[config.mk]
export PLATFORM = sky130hd
export DESIGN_NAME = ipes_regs
export DESIGN_NICKNAME = d
export VERILOG_FILES = /design/src/ipes_pkg.sv /design/src/ipes_regs.sv /design/src/ipes_pin_sense.sv /design/src/ipes_ahb_front.sv
export SDC_FILE = /design/constraint.sdc
export NUM_CORES = 1
export LEC_CHECK = 0
export BUFFER_PORTS_ARGS = -buffer_cell sky130_fd_sc_hd__buf_2
export CORE_MARGIN = 4
export CORE_UTILIZATION = 56
export DETAILED_ROUTE_END_ITERATION = 16
export HOLD_SLACK_MARGIN = 0.15
export PLACE_DENSITY = 0.89
export SLEW_MARGIN = 20
export SYNTH_ARGS = -nofsm -noshare
export SYNTH_HDL_FRONTEND = slang
export SYNTH_SLANG_ARGS = --single-unit
[constraint.sdc]
create_clock -name hclk -period 4.9 [get_ports hclk]
set_clock_uncertainty 0.05 [all_clocks]
set_input_delay 1.225 -clock hclk [delete_from_list [all_inputs] [get_ports hclk]]
set_output_delay 1.225 -clock hclk [all_outputs]
set_load 0.02 [all_outputs]
[src/ipes_pkg.sv]
package ipes_pkg;

   // Register word indices; the byte address is four times the index
   localparam logic [3:0] IDX_PRIO_FIRST = 4'h0;   // priority_set_a .. _o take indices 0 to 11
   localparam logic [3:0] IDX_ENABLE     = 4'hc;   // pin_request_enable
   localparam logic [3:0] IDX_SENSE_HIGH = 4'hd;   // pin_sense_select_high
   localparam logic [3:0] IDX_SENSE_LOW  = 4'he;   // pin_sense_select_low
   localparam logic [3:0] IDX_STATUS     = 4'hf;   // pin_request_flag bits

   // Address decode: word index bits, and the bits that must be zero for a mapped access
   localparam int IDX_LSB  = 2;
   localparam int IDX_MSB  = 5;
   localparam int MAP_LSB  = 6;

   // Priority register field layout
   localparam int UPPER_LSB = 4;                   // upper_level_bit2..0 at 6..4
   localparam int LOWER_LSB = 0;                   // lower_level_bit2..0 at 2..0
   localparam int LEVEL_W   = 3;
   localparam logic [2:0] PRIO_RESET = 3'h7;

   // Sense field layout
   localparam int SENSE_W        = 2;
   localparam int SENSE_HIGH_LSB = 8;              // pin 4 at 9..8, pin 5 at 11..10
   localparam int SENSE_HIGH_PIN = 4;              // first pin held in the high register
   localparam logic [5:0] ENABLE_RESET = 6'h00;
   localparam logic [5:0] FLAG_RESET   = 6'h00;

   // Sensing modes
   typedef enum logic [1:0] {
      SENSE_LEVEL_LOW = 2'b00,
      SENSE_FALL      = 2'b01,
      SENSE_RISE      = 2'b10,
      SENSE_BOTH      = 2'b11
   } ipes_sense_t;

   localparam ipes_sense_t SENSE_RESET = SENSE_LEVEL_LOW;

   // Bus front-end states
   typedef enum logic [1:0] {
      BUS_IDLE  = 2'b00,
      BUS_WRITE = 2'b01,
      BUS_READ  = 2'b10
   } ipes_bus_st_t;

   // Register access request, valid for one cycle
   typedef struct packed {
      logic       wr;
      logic       rd;
      logic       mapped;
      logic [3:0] idx;
   } ipes_req_t;

endpackage : ipes_pkg

[src/ipes_regs.sv]
// The register offsets and the AHB-Lite interface to the registers were chosen for this implementation.
`timescale 1ns/10ps
// Function
// - Each priority register holds two 3-bit levels at bits 6..4 and 2..0.
// - Level code is plain binary, 000 lowest level 0, 111 highest level 7.
// - Priority fields serve maskable sources only; NMI has no programmable field.
// - Priority register bits 7 and 3 always read zero.
// - Every priority field resets to level 7.
// - Enable register is 8 bits; bits 0 to 5 enable pins 0 to 5.
// - A pin request passes only while enabled; enables reset to zero.
// - High sense register: bits 11..10 pin 5, bits 9..8 pin 4.
// - Sense code 00 raises a request while the pin is low; reset code.
// - Sense code 01 raises a request on each falling edge.
// - Code 10 requests on rising edges, code 11 on both edges.
// - Low sense register holds pins 3..0 at bits 7..6, 5..4, 3..2, 1..0.
// - Flag sets on the sense condition; cleared by read-while-1 then writing 0.
module ipes_regs #(
   parameter int NUM_PRIO = 12,   // Priority registers
   parameter int NUM_PINS = 6     // External request pins
) (
   input  wire logic                    hclk,            // System clock
   input  wire logic                    hresetn,         // Async reset, active low
   input  wire logic                    hsel,            // AHB slave select
   input  wire logic [31:0]             haddr,           // AHB byte address
   input  wire logic [1:0]              htrans,          // AHB transfer type
   input  wire logic                    hwrite,          // AHB write
   input  wire logic [2:0]              hsize,           // AHB size, word only
   input  wire logic                    hready,          // AHB bus ready
   input  wire logic [31:0]             hwdata,          // AHB write data
   output logic [31:0]                  hrdata,          // AHB read data
   output logic                         hreadyout,       // AHB slave ready
   output logic                         hresp,           // AHB response, OKAY
   input  wire logic [NUM_PINS-1:0]     ext_request_pin, // Request pins, asynchronous
   output logic [NUM_PINS-1:0]          pin_request,     // Enabled pending requests
   output logic [NUM_PRIO*6-1:0]        prio_levels      // {upper,lower} level per register
);

   // Elaboration checks: register map has room for 12 priority words and 6 pins
   if (NUM_PRIO < 1 || NUM_PRIO > 12) begin : g_chk_prio
      $error("NUM_PRIO must be 1 to 12");
   end
   if (NUM_PINS < 1 || NUM_PINS > 6) begin : g_chk_pins
      $error("NUM_PINS must be 1 to 6");
   end

   ipes_pkg::ipes_req_t    req;
   logic [15:0]            rd_data;
   logic [5:0]             prio_r [NUM_PRIO];
   logic [NUM_PINS-1:0]    enable_r;
   ipes_pkg::ipes_sense_t  sense_r [NUM_PINS];
   logic [NUM_PINS-1:0]    flag_r;
   logic [NUM_PINS-1:0]    flag_nxt;
   logic [NUM_PINS-1:0]    armed_r;
   logic [NUM_PINS-1:0]    armed_nxt;
   logic [NUM_PINS-1:0]    hit;
   logic [NUM_PINS-1:0]    clr;

   // Word index compare, qualified by the mapped window
   function automatic logic idx_is(input ipes_pkg::ipes_req_t r, input logic [3:0] idx);
      idx_is = r.mapped && (r.idx == idx);
   endfunction : idx_is

   // Priority word layout with reserved bits forced low
   function automatic logic [7:0] prio_word(input logic [5:0] f);
      prio_word = {1'b0, f[5:3], 1'b0, f[2:0]};
   endfunction : prio_word

   // Bus front end
   ipes_ahb_front u_front (
      .hclk      (hclk),
      .hresetn   (hresetn),
      .hsel      (hsel),
      .haddr     (haddr),
      .htrans    (htrans),
      .hwrite    (hwrite),
      .hsize     (hsize),
      .hready    (hready),
      .rd_data   (rd_data),
      .hrdata    (hrdata),
      .hreadyout (hreadyout),
      .hresp     (hresp),
      .req       (req)
   );

   // One sense detector per pin
   for (genvar p = 0; p < NUM_PINS; p++) begin : g_pin
      ipes_pin_sense u_sense (
         .hclk    (hclk),
         .hresetn (hresetn),
         .pin_in  (ext_request_pin[p]),
         .mode    (sense_r[p]),
         .hit     (hit[p])
      );
   end

   // Decoded write strobes, plus the status read strobe
   wire wr_enable = req.wr && idx_is(req, ipes_pkg::IDX_ENABLE);
   wire wr_sense_h = req.wr && idx_is(req, ipes_pkg::IDX_SENSE_HIGH);
   wire wr_sense_l = req.wr && idx_is(req, ipes_pkg::IDX_SENSE_LOW);
   wire wr_status = req.wr && idx_is(req, ipes_pkg::IDX_STATUS);
   wire rd_status = req.rd && idx_is(req, ipes_pkg::IDX_STATUS);
   wire wr_prio = req.wr && req.mapped && (req.idx < 4'(NUM_PRIO));

   // Priority registers; levels are plain binary, 3'h7 the highest
   always_ff @(posedge hclk or negedge hresetn) begin
      if (!hresetn) begin
         for (int i = 0; i < NUM_PRIO; i++) begin
            prio_r[i] <= {ipes_pkg::PRIO_RESET, ipes_pkg::PRIO_RESET};
         end
      end else if (wr_prio) begin
         prio_r[req.idx] <= {hwdata[ipes_pkg::UPPER_LSB +: ipes_pkg::LEVEL_W],
                             hwdata[ipes_pkg::LOWER_LSB +: ipes_pkg::LEVEL_W]};
      end
   end

   // Levels leave straight from the flops; no field here belongs to the non-maskable source
   for (genvar i = 0; i < NUM_PRIO; i++) begin : g_lvl
      assign prio_levels[i*6 +: 6] = prio_r[i];
   end

   // Enable register; bits 7..6 are not stored, software keeps them zero
   always_ff @(posedge hclk or negedge hresetn) begin
      if (!hresetn) begin
         enable_r <= ipes_pkg::ENABLE_RESET[NUM_PINS-1:0];
      end else if (wr_enable) begin
         enable_r <= hwdata[NUM_PINS-1:0];
      end
   end

   // Sense fields: pins from 4 up sit in the high register, the rest in the low one
   always_ff @(posedge hclk or negedge hresetn) begin
      if (!hresetn) begin
         for (int p = 0; p < NUM_PINS; p++) begin
            sense_r[p] <= ipes_pkg::SENSE_RESET;
         end
      end else begin
         for (int p = 0; p < NUM_PINS; p++) begin
            if (p >= ipes_pkg::SENSE_HIGH_PIN && wr_sense_h) begin
               sense_r[p] <= ipes_pkg::ipes_sense_t'(hwdata[p*2 +: 2]);
            end else if (p < ipes_pkg::SENSE_HIGH_PIN && wr_sense_l) begin
               sense_r[p] <= ipes_pkg::ipes_sense_t'(hwdata[p*2 +: 2]);
            end
         end
      end
   end

   // Flag clear needs a prior read that saw the bit at 1, then a 0 written to it.
   // A new hit in the clearing cycle wins, so no event is lost.
   assign clr       = wr_status ? (armed_r & ~hwdata[NUM_PINS-1:0]) : '0;
   assign flag_nxt  = hit | (flag_r & ~clr);
   assign armed_nxt = wr_status ? '0 : (rd_status ? (armed_r | flag_r) : armed_r);

   always_ff @(posedge hclk or negedge hresetn) begin
      if (!hresetn) begin
         flag_r      <= ipes_pkg::FLAG_RESET[NUM_PINS-1:0];
         armed_r     <= '0;
         pin_request <= '0;
      end else begin
         flag_r      <= flag_nxt;
         armed_r     <= armed_nxt;
         pin_request <= flag_r & enable_r;
      end
   end

   // Read mux; unmapped words and unused bits read zero
   logic [15:0] sense_h_word;
   logic [15:0] sense_l_word;
   always_comb begin
      sense_h_word = 16'h0000;
      sense_l_word = 16'h0000;
      for (int p = 0; p < NUM_PINS; p++) begin
         if (p >= ipes_pkg::SENSE_HIGH_PIN) begin
            sense_h_word[p*2 +: 2] = sense_r[p];
         end else begin
            sense_l_word[p*2 +: 2] = sense_r[p];
         end
      end
   end

   always_comb begin
      rd_data = 16'h0000;
      if (req.mapped) begin
         if (req.idx < 4'(NUM_PRIO)) begin
            rd_data = {8'h00, prio_word(prio_r[req.idx])};
         end else begin
            case (req.idx)
               ipes_pkg::IDX_ENABLE:     rd_data = 16'(enable_r);
               ipes_pkg::IDX_SENSE_HIGH: rd_data = sense_h_word;
               ipes_pkg::IDX_SENSE_LOW:  rd_data = sense_l_word;
               ipes_pkg::IDX_STATUS:     rd_data = 16'(flag_r);
               default:                  rd_data = 16'h0000;
            endcase
         end
      end
   end

   // Helper for the reset check
   logic first_r;
   always_ff @(posedge hclk or negedge hresetn) begin
      if (!hresetn) begin
         first_r <= 1'b1;
      end else begin
         first_r <= 1'b0;
      end
   end
endmodule : ipes_regs

[src/ipes_pin_sense.sv]
`timescale 1ns/10ps
module ipes_pin_sense (
   input  wire logic               hclk,      // System clock
   input  wire logic               hresetn,   // Async reset, active low
   input  wire logic               pin_in,    // Raw request pin, off-domain
   input  wire ipes_pkg::ipes_sense_t mode,   // Selected sensing mode
   output logic                    hit        // Sense condition seen this cycle
);

   logic sync1_r;
   logic sync2_r;
   logic prev_r;

   // Two-flop synchroniser, then one stage of history; idle pins rest high
   always_ff @(posedge hclk or negedge hresetn) begin
      if (!hresetn) begin
         sync1_r <= 1'b1;
         sync2_r <= 1'b1;
         prev_r  <= 1'b1;
      end else begin
         sync1_r <= pin_in;
         sync2_r <= sync1_r;
         prev_r  <= sync2_r;
      end
   end

   // Edges come from successive synchronised samples, never from the raw pin
   always_comb begin
      case (mode)
         ipes_pkg::SENSE_LEVEL_LOW: hit = ~sync2_r;
         ipes_pkg::SENSE_FALL:      hit = prev_r & ~sync2_r;
         ipes_pkg::SENSE_RISE:      hit = ~prev_r & sync2_r;
         ipes_pkg::SENSE_BOTH:      hit = prev_r ^ sync2_r;
         default:                   hit = 1'b0;
      endcase
   end
endmodule : ipes_pin_sense

[src/ipes_ahb_front.sv]
`timescale 1ns/10ps
module ipes_ahb_front (
   input  wire logic                 hclk,       // System clock
   input  wire logic                 hresetn,    // Async reset, active low
   input  wire logic                 hsel,       // Slave select
   input  wire logic [31:0]          haddr,      // Byte address
   input  wire logic [1:0]           htrans,     // Transfer type
   input  wire logic                 hwrite,     // Write when high
   input  wire logic [2:0]           hsize,      // Word only, not checked
   input  wire logic                 hready,     // Bus ready
   input  wire logic [15:0]          rd_data,    // Read word from register file
   output logic [31:0]               hrdata,     // Read data
   output logic                      hreadyout,  // Slave ready
   output logic                      hresp,      // Always OKAY
   output ipes_pkg::ipes_req_t       req         // Register access request
);

   ipes_pkg::ipes_bus_st_t st_r;
   ipes_pkg::ipes_bus_st_t st_nxt;
   logic [3:0]             idx_r;
   logic                   mapped_r;
   logic                   take;

   // Address phase is taken on any NONSEQ or SEQ while the bus is ready
   assign take   = hsel & htrans[1] & hready;
   assign st_nxt = take ? (hwrite ? ipes_pkg::BUS_WRITE : ipes_pkg::BUS_READ) : ipes_pkg::BUS_IDLE;

   // Request lives in the data-phase cycle; reads get one wait state so a write just before is seen
   assign req.wr     = (st_r == ipes_pkg::BUS_WRITE);
   assign req.rd     = (st_r == ipes_pkg::BUS_READ);
   assign req.mapped = mapped_r;
   assign req.idx    = idx_r;

   always_ff @(posedge hclk or negedge hresetn) begin
      if (!hresetn) begin
         st_r      <= ipes_pkg::BUS_IDLE;
         idx_r     <= 4'h0;
         mapped_r  <= 1'b0;
         hreadyout <= 1'b1;
         hrdata    <= 32'h0000_0000;
         hresp     <= 1'b0;
      end else begin
         st_r      <= st_nxt;
         hreadyout <= ~(take & ~hwrite);
         hresp     <= 1'b0;
         if (take) begin
            idx_r    <= haddr[ipes_pkg::IDX_MSB:ipes_pkg::IDX_LSB];
            mapped_r <= (haddr[31:ipes_pkg::MAP_LSB] == 26'h000_0000);
         end
         if (st_r == ipes_pkg::BUS_READ) begin
            hrdata <= {16'h0000, rd_data};   // Upper half reads zero
         end
      end
   end
endmodule : ipes_ahb_front

==> run_summary.xml <==
<?xml version="1.0" encoding="UTF-8"?>
<metrics>
  <group name="floorplan">
    <metric name="die_width" unit="um">118</metric>
    <metric name="die_y" unit="um">118</metric>
    <metric name="design.core.area" unit="sq um">11600</metric>
    <metric name="rows" unit="">39</metric>
    <metric name="initial_core_util" unit="%">58.1</metric>
    <metric name="pin_count" unit="">192</metric>
    <metric name="fp.dieArea" unit="sq um">13900</metric>
  </group>
  <group name="hold_path">
    <metric name="min_delay_path_depth" unit="">0</metric>
    <metric name="hp-start" unit="">g_pin[1].u_sense.sync1_r</metric>
    <metric name="worstHoldPathType" unit="">flip-flop to flip-flop</metric>
    <metric name="min_to" unit="">g_pin[1].u_sense.sync2_r</metric>
  </group>
  <group name="placement">
    <metric name="io_buffers" unit="">144</metric>
    <metric name="place.gp.congestion" unit="">0.839</metric>
    <metric name="detailedPlace.worstSlack" unit="ns">2.40</metric>
    <metric name="place_inst" unit="">757</metric>
    <metric name="hpwl" unit="mm">12.4</metric>
  </group>
  <group name="critical_path">
    <metric name="reg2reg_slack" unit="ns">2.34</metric>
    <metric name="worstPathMaxFanout" unit="">21</metric>
    <metric name="critPathArrivalTime" unit="ns">2.87</metric>
    <metric name="worstReg2RegStart" unit="">u_front.idx_r[2]</metric>
    <metric name="worst-endpoint-required" unit="ns">5.21</metric>
    <metric name="reg_to_reg_end" unit="">prio_levels[28]</metric>
    <metric name="r2r_cells" unit="">4</metric>
    <metric name="worstSetupEndpointType" unit="">flip-flop</metric>
    <metric name="crit_path_start_kind" unit="">flip-flop</metric>
    <metric name="criticalPathCategory" unit="">flip-flop to flip-flop</metric>
  </group>
  <group name="synthesis">
    <metric name="synth.area.top_cells" unit="">dfstp_2 35%, dfrtp_1 20%, mux2_2 16%</metric>
    <metric name="yosysWarningCount" unit="">0</metric>
    <metric name="synth-edff-count" unit="">0</metric>
    <metric name="synthDominantCellAreaShare" unit="%">35.4</metric>
    <metric name="dominantRegCellSynth" unit="">dfstp_2</metric>
    <metric name="syn_area" unit="sq um">6750</metric>
    <metric name="syn_avg_cell_area" unit="sq um">13.9</metric>
    <metric name="ys_async_sr_fraction" unit="%">100</metric>
    <metric name="synth_top_area_cell" unit="">dfstp_2</metric>
    <metric name="netlist-cell-type-count" unit="">46</metric>
    <metric name="netlist_instances" unit="">485</metric>
    <metric name="part_of_the_yosys_area_used_for_sequential_elements" unit="%">55.8</metric>
    <metric name="synth.ff_latch_count" unit="">146</metric>
  </group>
  <group name="clock_tree">
    <metric name="cts_max_level" unit="">4</metric>
    <metric name="cts_made_buffers" unit="">17</metric>
    <metric name="cts_tree" unit="">done</metric>
    <metric name="post-cts-setup-buffers" unit="">0</metric>
    <metric name="clock_sink_count" unit="">146</metric>
    <metric name="post_cts_hold_buffer_count" unit="">0</metric>
    <metric name="clk_latency" unit="ns">0.43</metric>
    <metric name="clock_tree.root_cell" unit="">clkbuf_16</metric>
    <metric name="clockBufferDepth" unit="">2</metric>
    <metric name="path_clk_slew" unit="ns">0.06</metric>
    <metric name="count_of_instances_resized_after_the_clock_tree_is_built" unit="">0</metric>
  </group>
  <group name="sta">
    <metric name="worst_slew_pin_tran" unit="ns">0.968</metric>
    <metric name="timing.fmax" unit="GHz">0.390</metric>
    <metric name="setup-violations-final" unit="">0</metric>
    <metric name="shortest_period_the_worst_path_allows" unit="ns">2.56</metric>
    <metric name="setup_slack_of_the_critical_path_after_layout" unit="ns">2.34</metric>
    <metric name="layout_worst_path_cycle_share" unit="%">52.3</metric>
    <metric name="final.setup.tns" unit="ns">0</metric>
    <metric name="hold_viol_final" unit="">0</metric>
    <metric name="drv_slew" unit="">0</metric>
    <metric name="grt_setup_unrepaired" unit="">no</metric>
    <metric name="relSlewSlack" unit="%">35.1</metric>
  </group>
  <group name="routing">
    <metric name="drt-pass1-iter-count" unit="">5</metric>
    <metric name="drt_first_iter_violations" unit="">336</metric>
    <metric name="post_route_antenna_net_violation_count" unit="">0</metric>
    <metric name="vias_per_cell" unit="">6.00</metric>
    <metric name="route.detailed.drc" unit="">0</metric>
    <metric name="average_wire_per_cell_in_the_routed_design" unit="um">22.3</metric>
    <metric name="total_number_of_vias" unit="">4730</metric>
    <metric name="totalWireLength" unit="mm">17.6</metric>
  </group>
  <group name="run">
    <metric name="timing.max_cap.violations" unit="">0</metric>
  </group>
  <group name="global_routing">
    <metric name="grt_overflow_total" unit="">0</metric>
    <metric name="first_pass_grt_wire_length" unit="mm">27.8</metric>
    <metric name="gr-usage-all-layers" unit="%">26.0</metric>
    <metric name="grt_pass1_vias" unit="">5007</metric>
    <metric name="number_of_antenna_violations_at_the_first_check_in_global_routing" unit="">0</metric>
    <metric name="largest_net_degree_at_the_start_of_global_routing" unit="">96</metric>
  </group>
  <group name="finish">
    <metric name="fillerInstances" unit="">791</metric>
    <metric name="final_cells" unit="">788</metric>
    <metric name="antenna_cells_inserted" unit="">0</metric>
    <metric name="net_count_reported_at_finish" unit="">725</metric>
    <metric name="multi_input_area" unit="sq um">2740</metric>
    <metric name="flow.area_growth_from_synthesis" unit="%">19.2</metric>
    <metric name="final_layout_size_suffix_gt1_share" unit="%">59.8</metric>
    <metric name="seq_area" unit="sq um">3770</metric>
  </group>
  <group name="pwr">
    <metric name="power.density_cell_area" unit="nW/um^2">354</metric>
    <metric name="irDropWorstVdd" unit="V">0.000295</metric>
    <metric name="leakagePower" unit="nW">3.75</metric>
  </group>
  <group name="outcome">
    <metric name="status" unit="">finished, final reports clean</metric>
  </group>
</metrics>
## state kept, by name, summed over array words and instances, names as in the netlist
name / cells
u_front.st_r: 2
g_pin.u_sense.prev_r: 6
u_front.idx_r: 4
g_pin.u_sense.sync1_r: 6
armed_r: 6
prio_levels: 72
enable_r: 6
u_front.hreadyout: 1
u_front.mapped_r: 1
u_front.hrdata: 12
pin_request: 6
sense_l_word: 8
sense_h_word: 4
flag_r: 6
g_pin.u_sense.sync2_r: 6
## Yosys cell counts (8+ instances only)
master	instances
mux4_2	14
nand2_1	14
a221o_1	8
dfstp_2	91
dfrtp_1	55
a21oi_1	14
mux2_2	96
nor2_1	31
inv_1	15
buf_4	22
ha_1	12
clkbuf_1	10
## cell type report
type / instances / share of cell area (%)
sequential: 146 / 46.8
multi-input combinational: 304 / 34.0
timing repair buffer: 149 / 9.50
clock buffer: 25 / 6.03
tap: 143 / 2.22
inverter: 15 / 0.700
clock inverter: 6 / 0.684
## worst max-delay path by stage
stage                startpoint  slack (ns)                to  cells after the start
6_report       u_front.idx_r[2]        2.34   prio_levels[28]                      4
5_1_grt        u_front.idx_r[1]        2.23        armed_r[2]                      5
4_1_cts        u_front.idx_r[1]        2.37        armed_r[2]                      5
3_5_place_dp   u_front.idx_r[2]        2.40   prio_levels[28]                      4
3_3_place_gp   u_front.idx_r[2]        2.48   prio_levels[29]                      4
2_1_floorplan              hsel        2.95  u_front.idx_r[0]                      2
## critical path, stage by stage (launching register included)
cell,delay (ns)
dfrtp_1,0.87
nand3b_1,0.22
or2_2,0.40
nor3_2,0.53
mux2_2,0.42
## metrics by stage
stage | area (sq um) | hold slack [ns] | util [%] | total power [mW]
after floorplan | 6830 | 0.295 | - | 1.56
after global placement | 7500 | 0.297 | 64.6 | 1.64
after detailed placement | 7500 | 0.297 | 64.6 | 1.66
after CTS | 8050 | 0.305 | 69.3 | 2.86
after global routing | 8050 | 0.307 | 69.3 | 2.95
final | 8050 | 0.303 | 69.3 | 2.85
## cells by family (layout without fill, tap and decap cells)
logic type / after synthesis / count (layout) / synth area share, %
buf+inv: 55 / 195 / 4.75
mux: 125 / 125 / 24.0
fa+ha+maj: 12 / 12 / 2.22
other cells: 1 / 21 / 0.0556
flops: 146 / 146 / 55.8
compound gates: 46 / 46 / 5.15
simple gates: 100 / 100 / 8.04
## routing by layer
| metal | up-vias | global-route usage (%) | routed length, um |
|---|---|---|---|
| met2 | 274 | 42.5 | 8700 |
| met4 | 0 | 10.3 | 419 |
| met1 | 2406 | 32.5 | 6910 |
| li1 | 2016 | - | - |
| met3 | 34 | 7.88 | 1540 |
| met5 | - | 0 | 0 |
## where the power goes
part           total, mW  switching [mW]  internal [mW]
sequential          1.31          0.0475           1.26
clock               1.20           0.471          0.730
combinational      0.335           0.199          0.136
total               2.85           0.718           2.13
## cell usage in the layout, fill, tap and decap left out, drive strengths merged, types with 3 or more instances in the layout
cell	count
buf	149
mux2	101
dfstp	91
dfrtp	55
nor2	36
clkbuf	25
conb	21
mux4	18
inv	15
nand2	15
a21oi	14
ha	12
nor3	9
a221o	8
nand3b	7
nand2b	7
nor4	7
and2	6
mux2i	6
a22o	6
nor2b	5
clkinv	5
nand3	4
a221oi	3
a211oi	3
a22oi	3
(Power assumes the default switching activity.)
